`src/bridge_window_pkg.sv`:
```
// Constants, register map and carrier types for the bridge window registers.
// Assumes a byte-offset register port with 32-bit data on one clock.
package bridge_window_pkg;

    localparam int ADDR_W = 8;
    localparam int DATA_W = 32;

    // Register offsets (byte offsets, narrow registers sit in the low bits)
    localparam logic [7:0] OFS_PF_LOW = 8'h24;
    localparam logic [7:0] OFS_PF_HIGH = 8'h26;
    localparam logic [7:0] OFS_PF_LOW_UP = 8'h28;
    localparam logic [7:0] OFS_PF_HIGH_UP = 8'h2C;
    localparam logic [7:0] OFS_IO_LOW_UP = 8'h30;
    localparam logic [7:0] OFS_IO_HIGH_UP = 8'h32;

    // Field positions inside the two 16-bit prefetchable registers
    localparam int CAP_BIT = 0;
    localparam int FIELD_LSB = 4;
    localparam int FIELD_MSB = 15;

    // Reset values
    localparam logic RST_WIDE_PF = 1'h1;
    localparam logic [11:0] RST_PF_LOW = 12'hFFF;
    localparam logic [11:0] RST_PF_HIGH = 12'h000;
    localparam logic [31:0] RST_PF_LOW_UP = 32'hFFFFFFFF;
    localparam logic [31:0] RST_PF_HIGH_UP = 32'h00000000;
    localparam logic [15:0] RST_IO_LOW_UP = 16'hFFFF;
    localparam logic [15:0] RST_IO_HIGH_UP = 16'h0000;

    // Implied low address bits of each bound
    localparam logic [19:0] PF_LOW_FILL = 20'h00000;
    localparam logic [19:0] PF_HIGH_FILL = 20'hFFFFF;
    localparam logic [11:0] IO_LOW_FILL = 12'h000;
    localparam logic [11:0] IO_HIGH_FILL = 12'hFFF;

    typedef struct packed {
        logic wr;
        logic rd;
        logic [ADDR_W-1:0] addr;
        logic [DATA_W-1:0] wdata;
    } reg_req_t;

    typedef struct packed {
        logic [63:0] low;
        logic [63:0] high;
    } pf_bounds_t;

    typedef struct packed {
        logic [31:0] low;
        logic [31:0] high;
    } io_bounds_t;

    function automatic logic reg_hit(input logic [7:0] addr, input logic [7:0] ofs);
        return addr == ofs;
    endfunction : reg_hit

endpackage : bridge_window_pkg

```
`src/window_match.sv`:
```
// Registered inclusive range check of one address against a window.
// Assumes bounds and address are stable flops on the same clock.
`timescale 1ns/1ps
module window_match #(
    parameter int W = 64
) (
    input wire logic clk,
    input wire logic rstn,
    input wire logic [W-1:0] low,
    input wire logic [W-1:0] high,
    input wire logic [W-1:0] addr,
    output logic hit_r
);

    logic hit_nxt;

    // An inverted window (low above high) never matches, which closes it
    always_comb begin
        hit_nxt = (addr >= low) && (addr <= high);
    end

    always_ff @(posedge clk or negedge rstn) begin
        if (!rstn) begin
            hit_r <= 1'b0;
        end else begin
            hit_r <= hit_nxt;
        end
    end

endmodule : window_match

```
`src/bridge_prefetch_io_window_regs.sv`:
```
// Prefetchable window registers and upper I/O window halves of a bridge port.
// Assumes a single-cycle strobe register port and lower I/O fields from local logic.
//
// Decided for this implementation: the address-and-strobe port.
`timescale 1ns/1ps
module bridge_prefetch_io_window_regs (
    input wire logic clk,
    input wire logic rstn,
    input bridge_window_pkg::reg_req_t req,
    output logic [31:0] rdata,
    input wire logic wide_io_support,
    input wire logic [3:0] io_window_low_bound,
    input wire logic [3:0] io_window_high_bound,
    input wire logic [63:0] pf_query_addr,
    input wire logic [31:0] io_query_addr,
    output bridge_window_pkg::pf_bounds_t pf_bounds,
    output bridge_window_pkg::io_bounds_t io_bounds,
    output logic wide_prefetch_addressing,
    output logic pf_hit,
    output logic io_hit
);

    logic wide_prefetch_support_r;
    logic [11:0] prefetch_window_low_bound_r;
    logic [11:0] prefetch_window_high_bound_r;
    logic [31:0] prefetch_low_bound_upper_half_r;
    logic [31:0] prefetch_high_bound_upper_half_r;
    logic [15:0] io_low_bound_upper_half_r;
    logic [15:0] io_high_bound_upper_half_r;

    logic wr_pf_low;
    logic wr_pf_high;
    logic wr_pf_low_up;
    logic wr_pf_high_up;
    logic wr_io_low_up;
    logic wr_io_high_up;

    logic [31:0] pf_low_up_eff;
    logic [31:0] pf_high_up_eff;
    logic [15:0] io_low_up_eff;
    logic [15:0] io_high_up_eff;

    logic [31:0] rdata_nxt;
    bridge_window_pkg::pf_bounds_t pf_bounds_nxt;
    bridge_window_pkg::io_bounds_t io_bounds_nxt;

    // Write decode
    always_comb begin
        wr_pf_low = req.wr && bridge_window_pkg::reg_hit(req.addr, bridge_window_pkg::OFS_PF_LOW);
        wr_pf_high = req.wr &&
            bridge_window_pkg::reg_hit(req.addr, bridge_window_pkg::OFS_PF_HIGH);
        wr_pf_low_up = req.wr &&
            bridge_window_pkg::reg_hit(req.addr, bridge_window_pkg::OFS_PF_LOW_UP);
        wr_pf_high_up = req.wr &&
            bridge_window_pkg::reg_hit(req.addr, bridge_window_pkg::OFS_PF_HIGH_UP);
        wr_io_low_up = req.wr &&
            bridge_window_pkg::reg_hit(req.addr, bridge_window_pkg::OFS_IO_LOW_UP);
        wr_io_high_up = req.wr &&
            bridge_window_pkg::reg_hit(req.addr, bridge_window_pkg::OFS_IO_HIGH_UP);
    end

    // Capability bit, software writable after reset
    always_ff @(posedge clk or negedge rstn) begin
        if (!rstn) begin
            wide_prefetch_support_r <= bridge_window_pkg::RST_WIDE_PF;
        end else if (wr_pf_low) begin
            wide_prefetch_support_r <= req.wdata[bridge_window_pkg::CAP_BIT];
        end
    end

    // Only bits 15:4 are stored; bits 3:1 have no flops at all
    always_ff @(posedge clk or negedge rstn) begin
        if (!rstn) begin
            prefetch_window_low_bound_r <= bridge_window_pkg::RST_PF_LOW;
        end else if (wr_pf_low) begin
            prefetch_window_low_bound_r <=
                req.wdata[bridge_window_pkg::FIELD_MSB:bridge_window_pkg::FIELD_LSB];
        end
    end

    always_ff @(posedge clk or negedge rstn) begin
        if (!rstn) begin
            prefetch_window_high_bound_r <= bridge_window_pkg::RST_PF_HIGH;
        end else if (wr_pf_high) begin
            prefetch_window_high_bound_r <=
                req.wdata[bridge_window_pkg::FIELD_MSB:bridge_window_pkg::FIELD_LSB];
        end
    end

    // Upper halves are cleared while their capability is off, so re-enabling
    // the capability never exposes a stale value
    always_ff @(posedge clk or negedge rstn) begin
        if (!rstn) begin
            prefetch_low_bound_upper_half_r <= bridge_window_pkg::RST_PF_LOW_UP;
        end else if (!wide_prefetch_support_r) begin
            prefetch_low_bound_upper_half_r <= '0;
        end else if (wr_pf_low_up) begin
            prefetch_low_bound_upper_half_r <= req.wdata;
        end
    end

    always_ff @(posedge clk or negedge rstn) begin
        if (!rstn) begin
            prefetch_high_bound_upper_half_r <= bridge_window_pkg::RST_PF_HIGH_UP;
        end else if (!wide_prefetch_support_r) begin
            prefetch_high_bound_upper_half_r <= '0;
        end else if (wr_pf_high_up) begin
            prefetch_high_bound_upper_half_r <= req.wdata;
        end
    end

    always_ff @(posedge clk or negedge rstn) begin
        if (!rstn) begin
            io_low_bound_upper_half_r <= bridge_window_pkg::RST_IO_LOW_UP;
        end else if (!wide_io_support) begin
            io_low_bound_upper_half_r <= '0;
        end else if (wr_io_low_up) begin
            io_low_bound_upper_half_r <= req.wdata[15:0];
        end
    end

    always_ff @(posedge clk or negedge rstn) begin
        if (!rstn) begin
            io_high_bound_upper_half_r <= bridge_window_pkg::RST_IO_HIGH_UP;
        end else if (!wide_io_support) begin
            io_high_bound_upper_half_r <= '0;
        end else if (wr_io_high_up) begin
            io_high_bound_upper_half_r <= req.wdata[15:0];
        end
    end

    // Masking covers the one cycle before the clear above lands
    always_comb begin
        pf_low_up_eff = wide_prefetch_support_r ?
            prefetch_low_bound_upper_half_r : '0;
        pf_high_up_eff = wide_prefetch_support_r ?
            prefetch_high_bound_upper_half_r : '0;
        io_low_up_eff = wide_io_support ? io_low_bound_upper_half_r : '0;
        io_high_up_eff = wide_io_support ? io_high_bound_upper_half_r : '0;
    end

    // Read mux; unmapped offsets and idle cycles give zero
    always_comb begin
        rdata_nxt = '0;
        if (req.rd) begin
            case (req.addr)
                bridge_window_pkg::OFS_PF_LOW: begin
                    rdata_nxt = {16'h0000, prefetch_window_low_bound_r, 3'h0,
                        wide_prefetch_support_r};
                end
                bridge_window_pkg::OFS_PF_HIGH: begin
                    rdata_nxt = {16'h0000, prefetch_window_high_bound_r, 3'h0,
                        wide_prefetch_support_r};
                end
                bridge_window_pkg::OFS_PF_LOW_UP: begin
                    rdata_nxt = pf_low_up_eff;
                end
                bridge_window_pkg::OFS_PF_HIGH_UP: begin
                    rdata_nxt = pf_high_up_eff;
                end
                bridge_window_pkg::OFS_IO_LOW_UP: begin
                    rdata_nxt = {16'h0000, io_low_up_eff};
                end
                bridge_window_pkg::OFS_IO_HIGH_UP: begin
                    rdata_nxt = {16'h0000, io_high_up_eff};
                end
                default: begin
                    rdata_nxt = '0;
                end
            endcase
        end
    end

    always_ff @(posedge clk or negedge rstn) begin
        if (!rstn) begin
            rdata <= '0;
        end else begin
            rdata <= rdata_nxt;
        end
    end

    // Assembled bounds for forwarding decode
    always_comb begin
        pf_bounds_nxt.low = {pf_low_up_eff, prefetch_window_low_bound_r,
            bridge_window_pkg::PF_LOW_FILL};
        pf_bounds_nxt.high = {pf_high_up_eff, prefetch_window_high_bound_r,
            bridge_window_pkg::PF_HIGH_FILL};
        io_bounds_nxt.low = {io_low_up_eff, io_window_low_bound, bridge_window_pkg::IO_LOW_FILL};
        io_bounds_nxt.high = {io_high_up_eff, io_window_high_bound,
            bridge_window_pkg::IO_HIGH_FILL};
    end

    // Registered so the decode path starts from flops, at one cycle of latency
    always_ff @(posedge clk or negedge rstn) begin
        if (!rstn) begin
            pf_bounds.low <= {bridge_window_pkg::RST_PF_LOW_UP, bridge_window_pkg::RST_PF_LOW,
                bridge_window_pkg::PF_LOW_FILL};
            pf_bounds.high <= {bridge_window_pkg::RST_PF_HIGH_UP, bridge_window_pkg::RST_PF_HIGH,
                bridge_window_pkg::PF_HIGH_FILL};
            // I/O bounds follow live inputs, so they start at zero until the first edge
            io_bounds <= '0;
            wide_prefetch_addressing <= bridge_window_pkg::RST_WIDE_PF;
        end else begin
            pf_bounds <= pf_bounds_nxt;
            io_bounds <= io_bounds_nxt;
            wide_prefetch_addressing <= wide_prefetch_support_r;
        end
    end

    window_match #(
        .W(64)
    ) pf_match (
        .clk(clk),
        .rstn(rstn),
        .low(pf_bounds.low),
        .high(pf_bounds.high),
        .addr(pf_query_addr),
        .hit_r(pf_hit)
    );

    window_match #(
        .W(32)
    ) io_match (
        .clk(clk),
        .rstn(rstn),
        .low(io_bounds.low),
        .high(io_bounds.high),
        .addr(io_query_addr),
        .hit_r(io_hit)
    );
endmodule : bridge_prefetch_io_window_regs

```
`config.mk`:
```
export PLATFORM = sky130hd
export DESIGN_NAME = bridge_prefetch_io_window_regs
export DESIGN_NICKNAME = d
export VERILOG_FILES = /design/src/bridge_window_pkg.sv /design/src/window_match.sv /design/src/bridge_prefetch_io_window_regs.sv
export SDC_FILE = /design/constraint.sdc
export NUM_CORES = 1
export LEC_CHECK = 0
export BUFFER_PORTS_ARGS = -buffer_cell sky130_fd_sc_hd__buf_2
export CAP_MARGIN = 15
export CORE_MARGIN = 2
export CORE_UTILIZATION = 59
export DETAILED_ROUTE_END_ITERATION = 10
export GPL_TIMING_DRIVEN = 0
export PLACE_DENSITY = 0.83
export SLEW_MARGIN = 15
export SYNTH_ARGS = -nofsm -noshare
export SYNTH_HDL_FRONTEND = slang
export SYNTH_HIERARCHICAL = 1
export SYNTH_SLANG_ARGS = --single-unit
```
`constraint.sdc`:
```
create_clock -name clk -period 5.7 [get_ports clk]
set_input_delay 1.14 -clock clk [delete_from_list [all_inputs] [get_ports clk]]
set_output_delay 1.14 -clock clk [all_outputs]
set_load 0.02 [all_outputs]
```
=== After elaboration in Yosys (flattened, before gate mapping) ===
Cells that the tools add are included.

* $lt $le $gt $ge: 4
* Multiply operators: 0
* Shift operators: 0
* Add/sub/neg operators: 0
* Div/mod/pow operators: 0
* Eq/ne operators: 10
* Reductions and logical operators: 8
* Multiplexer cells: 14
* Bitwise operators: 0

{| class="wikitable"
|+ Operators with widths
! operator !! count
|-
| $mux W32 || 7
|-
| $pmux W32 S6 || 1
|-
| $mux W16 || 6
|-
| $ge A64 B64 Y1 || 1
|-
| $le A64 B64 Y1 || 1
|-
| $eq A8 B6 Y1 const B || 6
|-
| $ge A32 B32 Y1 || 1
|-
| $le A32 B32 Y1 || 1
|-
| $logic_and A1 B1 Y1 || 8
|-
| $ne A2 B1 Y1 const B || 4
|}

* Memories kept: 0
* Word-level logic and storage cells: 51
* Memory bits (writable): 0
* Input port bits: 149
* Bits in registers: 296
* Bits in latches: 0
* Output and inout bits: 227
* ROM bits: 0

=== Logic depth before layout (Yosys ltp) ===
* Word-level depth: 4
* Gate-level depth with buffers: 9
* Gate-level depth less buffers: 9

=== Cells and area by module ===
The synthesis kept the hierarchy.

{| class="wikitable"
|+ By module, submodules not included
! module !! area each (um^2) !! sequential area each (um^2) !! times used !! cells an instance
|-
| bridge_prefetch_io_window_regs || 11128.2 || 7214.4 || 1 || 930
|-
| window_match (pf_match) || 3254.4 || 25.0 || 1 || 448
|-
| window_match (io_match) || 1629.1 || 25.0 || 1 || 227
|}

=== Worst setup path after synthesis ===
No wires, ideal clock.

* Kind: input-to-reg
* Start point: in pf_query_addr[21]
* End point: reg pf_match.hit_r
* Data required time: 5.576 ns
* Arrival time: 2.645 ns
* Stages: 7
* Setup slack: 2.932 ns
* Buffers on the path: 0
* Path through: ha_1 > and4_1 > a221o_1 > a2111o_1 > o21ai_1 > a211oi_1 > a2bb2oi_2

* Word-level cells in the longest chain between the ends: 2
* Elaborated cells on any way between the ends: 3
* Those cells by class: order compare (2); reduce/logical (1)

{| class="wikitable"
|+ RTL lines
! element !! RTL line !! text
|-
| start: declaration || bridge_prefetch_io_window_regs.sv:14 || <nowiki>input wire logic [63:0] pf_query_addr,</nowiki>
|-
| $ge A64 B64 Y1 / $le A64 B64 Y1 (equally long branches) || window_match.sv:19 || <nowiki>hit_nxt = (addr >= low) && (addr <= high);</nowiki>
|-
| $logic_and A1 B1 Y1 * || window_match.sv:19 ||
|-
| named net pf_match.hit_nxt || window_match.sv:15 || <nowiki>logic hit_nxt;</nowiki>
|-
| end signal: assignment || window_match.sv:26 || <nowiki>hit_r <= hit_nxt;</nowiki>
|-
| end: declaration || window_match.sv:12 || <nowiki>output logic hit_r</nowiki>
|}

Mark *: on every way through the listed nets, which the timed path passes. The rest lies on a longest branch.
A chain may end at the register's enable or synchronous reset.

==> impl_metrics.env <==
export IMPL_global_route_wire_length_before_repair_um=69100
export IMPL_final_util_pct=72.7
export IMPL_seq_cells_post_synth=285
export IMPL_met2WireLength_um=21200
export IMPL_worst_ep_required_time_ns=4.56
export IMPL_layout_min_cycle_time_ns=2.83
export IMPL_drt_wirelength_per_cell_um=18.5
export IMPL_synth_simple_gate_area_share_pct=15.6
export IMPL_share_of_cells_above_drive_strength_1_pct=29.5
export IMPL_crit_path_top_delay_cell="dfrtp_1"
export IMPL_complex_gate_fraction_of_the_synthesized_area_pct=10.9
export IMPL_syn_instance_count=1605
export IMPL_number_of_flops_mapped_to_enable_cells_by_yosys=0
export IMPL_cts_root_buf="clkbuf_16"
export IMPL_groute_usage_overall_pct=31.1
export IMPL_synthTopCellsByArea="dfrtp_1, dfstp_2, ha_1"
export IMPL_muxShareOfSynthArea_pct=3.83
export IMPL_detailroute_via_count=13300
export IMPL_floorplan_core_area_mm2=0.0268
export IMPL_timing_reg2reg_setup_slack_ns=3.21
export IMPL_max_vdd_ir_drop_mv=0.229
export IMPL_initial_cell_density_of_the_core_pct=59.7
export IMPL_slew_headroom_pct=44.9
export IMPL_critical_path_arrival_ns=1.69
export IMPL_synth_area_per_cell_um2=9.98
export IMPL_combinational_family_with_the_most_area_after_synthesis="simple AND/OR/NAND/NOR gates"
export IMPL_final_min_period_over_clock_period_pct=49.7
export IMPL_final_antenna_net_count=0
export IMPL_detail_route_wirelength_met1_um=18600
export IMPL_synth_adder_area_share_pct=15.0
export IMPL_grt_overflow_total=0
export IMPL_worstSetupEndpointType="primary output"
export IMPL_drt_pre_antenna_iters=8
export IMPL_post_cts_resized=0
export IMPL_outcome="complete, no violations"
export IMPL_power_total_mw=4.60
export IMPL_synthDistinctLibCells=67
export IMPL_floorplan_io_pins=376
export IMPL_hold_viol_final=0
export IMPL_rsz0062_at_grt="no"
export IMPL_achievable_frequency_mhz=353
export IMPL_worstSkewPairLatency_ns=0.55
export IMPL_finish_net_count=2401
export IMPL_crit_path_max_incr_delay_ns=0.78
export IMPL_met3WireLength_um=3500
export IMPL_seq_area_frac_synth_pct=45.4
export IMPL_dieArea_mm2=0.0285
export IMPL_hold_class="reg2reg"
export IMPL_cellPowerDensity_mw_per_mm2=236
export IMPL_cts_made_buffers=29
export IMPL_first_iter_violations=953
export IMPL_final_fill_count=1917
export IMPL_finalMaxSlewViolations=0
export IMPL_vias_in_the_first_global_route=13100
export IMPL_final_instance_count_excl_fill=2426
export IMPL_areaGrowthSynthToFinish_pct=21.7
export IMPL_async_reset_ff_share_pct=100
export IMPL_cts_sink_count=285
export IMPL_placedCellCount=2370
export IMPL_worst_clock_skew_ns=0.0122
export IMPL_maximum_number_of_pins_on_one_net_before_global_route_repair=109
export IMPL_cts_max_path_buffers=3
export IMPL_total_leakage_power_nw=9.77
export IMPL_ctsHtreeMaxLevel=1
export IMPL_holdBufCountCts=0
export IMPL_drv_cap=0
export IMPL_synth_warnings=6
export IMPL_remaining_drc_errors=0
export IMPL_synth_largest_area_cell="dfrtp_1"
export IMPL_placement_rows=60
export IMPL_vias_per_cell=5.47
export IMPL_die_height_um=169
export IMPL_initial_antenna_violation_count=3
export IMPL_path_class="reg2out"
export IMPL_synth_top_flop_cell="dfrtp_1"
export IMPL_critical_path_max_fanout=24
export IMPL_place_gp_congestion=0.898
export IMPL_post_cts_buffers=0
export IMPL_final_setup_viol_count=0
export IMPL_clk_pin_slew_ns=0.06
export IMPL_place_port_buffers=319
export IMPL_synth_top_cell_area_share_pct=28.0
export IMPL_tightest_slew_ns=0.818
export IMPL_postRouteWirelength_um=44900
export IMPL_synthXorXnorAreaFrac_pct=0
export IMPL_path_cells="buf_4 > buf_2"
export IMPL_route_top_layer_used="met4"
export IMPL_netlist_area_mm2=0.0160
export IMPL_cts_tree="built"
export IMPL_critPathLaunchType="flop"
export IMPL_hpwlAfterDp_um=35600
export IMPL_die_w_um=169
-- sequential cells by signal (all words and copies together), names as in the netlist --
| register | count |
|---|---|
| wide_prefetch_addressing | 1 |
| prefetch_high_bound_upper_half_r | 32 |
| prefetch_window_high_bound_r | 12 |
| io_match/hit_r | 1 |
| io_bounds | 41 |
| prefetch_window_low_bound_r | 12 |
| pf_match/hit_r | 1 |
| wide_prefetch_support_r | 1 |
| rdata | 32 |
| io_low_bound_upper_half_r | 16 |
| io_high_bound_upper_half_r | 16 |
| pf_bounds | 88 |
| prefetch_low_bound_upper_half_r | 32 |
-- cell usage in the layout (no fill, tap or decap), types with 4 or more instances in the layout --
cell and count:
buf_2 331, and2_1 90, nand2b_1 14, nand3_2 4, conb_1 105, nor2b_1 23
mux2i_1 23, dfstp_2 106, clkbuf_8 8, o22ai_1 8, a21o_1 22, mux2_2 34
a21oi_1 79, nor2_1 31, a31oi_1 5, nand4_1 28, buf_1 5, ha_1 192
nor3_1 4, nand2_1 189, and4_1 6, a211oi_1 9, o21ai_0 88, clkbuf_16 29
a221o_1 4, o21ai_1 20, clkbuf_1 36, nand3_1 40, dfrtp_1 179, buf_4 63
o22a_1 5, inv_1 200, a22oi_1 27, a221oi_1 6, buf_6 5
-- kinds of logic (layout without fill, tap and decap cells) --
family | after synthesis | after routing
other | 2 | 108
and+or+nand+nor | 463 | 463
adders and majority gates | 192 | 192
buffers and inverters | 316 | 690
AOI/OAI and AO/OA | 290 | 290
muxes | 57 | 57
DFF | 285 | 285
-- power breakdown --
group	switching (mW)	total [mW]	internal, mW
Clock	0.798	1.97	1.18
Sequential	0.0227	2.08	2.06
Combinational	0.330	0.544	0.214
Total	1.15	4.60	3.45
-- area by class of cell --
| type | instances | area, µm² | area share, % |
|---|---|---|---|
| multi-input combinational | 1107 | 7660 | 39.3 |
| tap | 341 | 427 | 2.19 |
| clock buffer | 43 | 858 | 4.40 |
| timing repair buffer | 321 | 1660 | 8.52 |
| buffer | 116 | 726 | 3.72 |
| antenna | 3 | 7.51 | 0.0385 |
| clock inverter | 10 | 139 | 0.713 |
| sequential | 285 | 7260 | 37.3 |
| inverter | 200 | 751 | 3.85 |
-- through the flow --
step / hold slack [ns] / TNS [ns] / setup slack, ns / area (µm²)
CTS: 0.376 / 0 / 2.84 / 19500
finish: 0.375 / 0 / 2.87 / 19500
floorplan: 0.353 / 0 / 2.93 / 16400
global placement: 0.366 / -251.37 / -1.42 / 18400
global route: 0.385 / 0 / 2.77 / 19500
detailed placement: 0.365 / 0 / 2.51 / 18500
-- Yosys cell counts (3+ instances only) --
master     number
mux2i_1        23
a22oi_1        27
buf_6           5
a221o_1         4
a211oi_1        9
nor2_1         31
o21ai_1        20
a21o_1         22
o22ai_1         8
nand2_1       189
o22a_1          5
a31oi_1         5
nand3_1        40
and4_1          6
nand4_1        28
dfstp_2       106
inv_1         200
a221oi_1        6
and2_1         90
nand2b_1       14
a21oi_1        79
dfrtp_1       179
nor2b_1        23
o21ai_0        88
nand3_2         4
mux2_2         34
a2111oi_0       3
buf_4          63
buf_2          13
nor3_1          4
buf_1           5
o211ai_1        3
clkbuf_1       30
ha_1          192
nand4_2         3
nor4b_4         3
or2_1           3
-- routing by layer --
layer | track usage, % | vias to the layer above
met1 | 42.0 | 6398
met3 | 5.63 | 96
met5 | 0 | -
met4 | 9.97 | 0
li1 | - | 6195
met2 | 51.2 | 592
-- critical path: cells and delay by family (launching register included) --
family	cells	cell delay [ns]
buffers and inverters	2	0.36
DFF	1	0.78
-- worst paths after layout --
kind / endpoint / cells past startpoint / start
hold / removal: pf_bounds[95] / 0 / prefetch_window_low_bound_r[11]
min in group asynchronous: io_bounds[17] / 1 / rstn
setup / recovery: io_bounds[8] / 2 / io_bounds[11]
max in group asynchronous: pf_bounds[101] / 2 / rstn
setup reg to reg: rdata[7] / 6 / wide_prefetch_support_r
hold reg to reg: pf_bounds[95] / 0 / prefetch_window_low_bound_r[11]
Power figures use the tool's default switching activity.
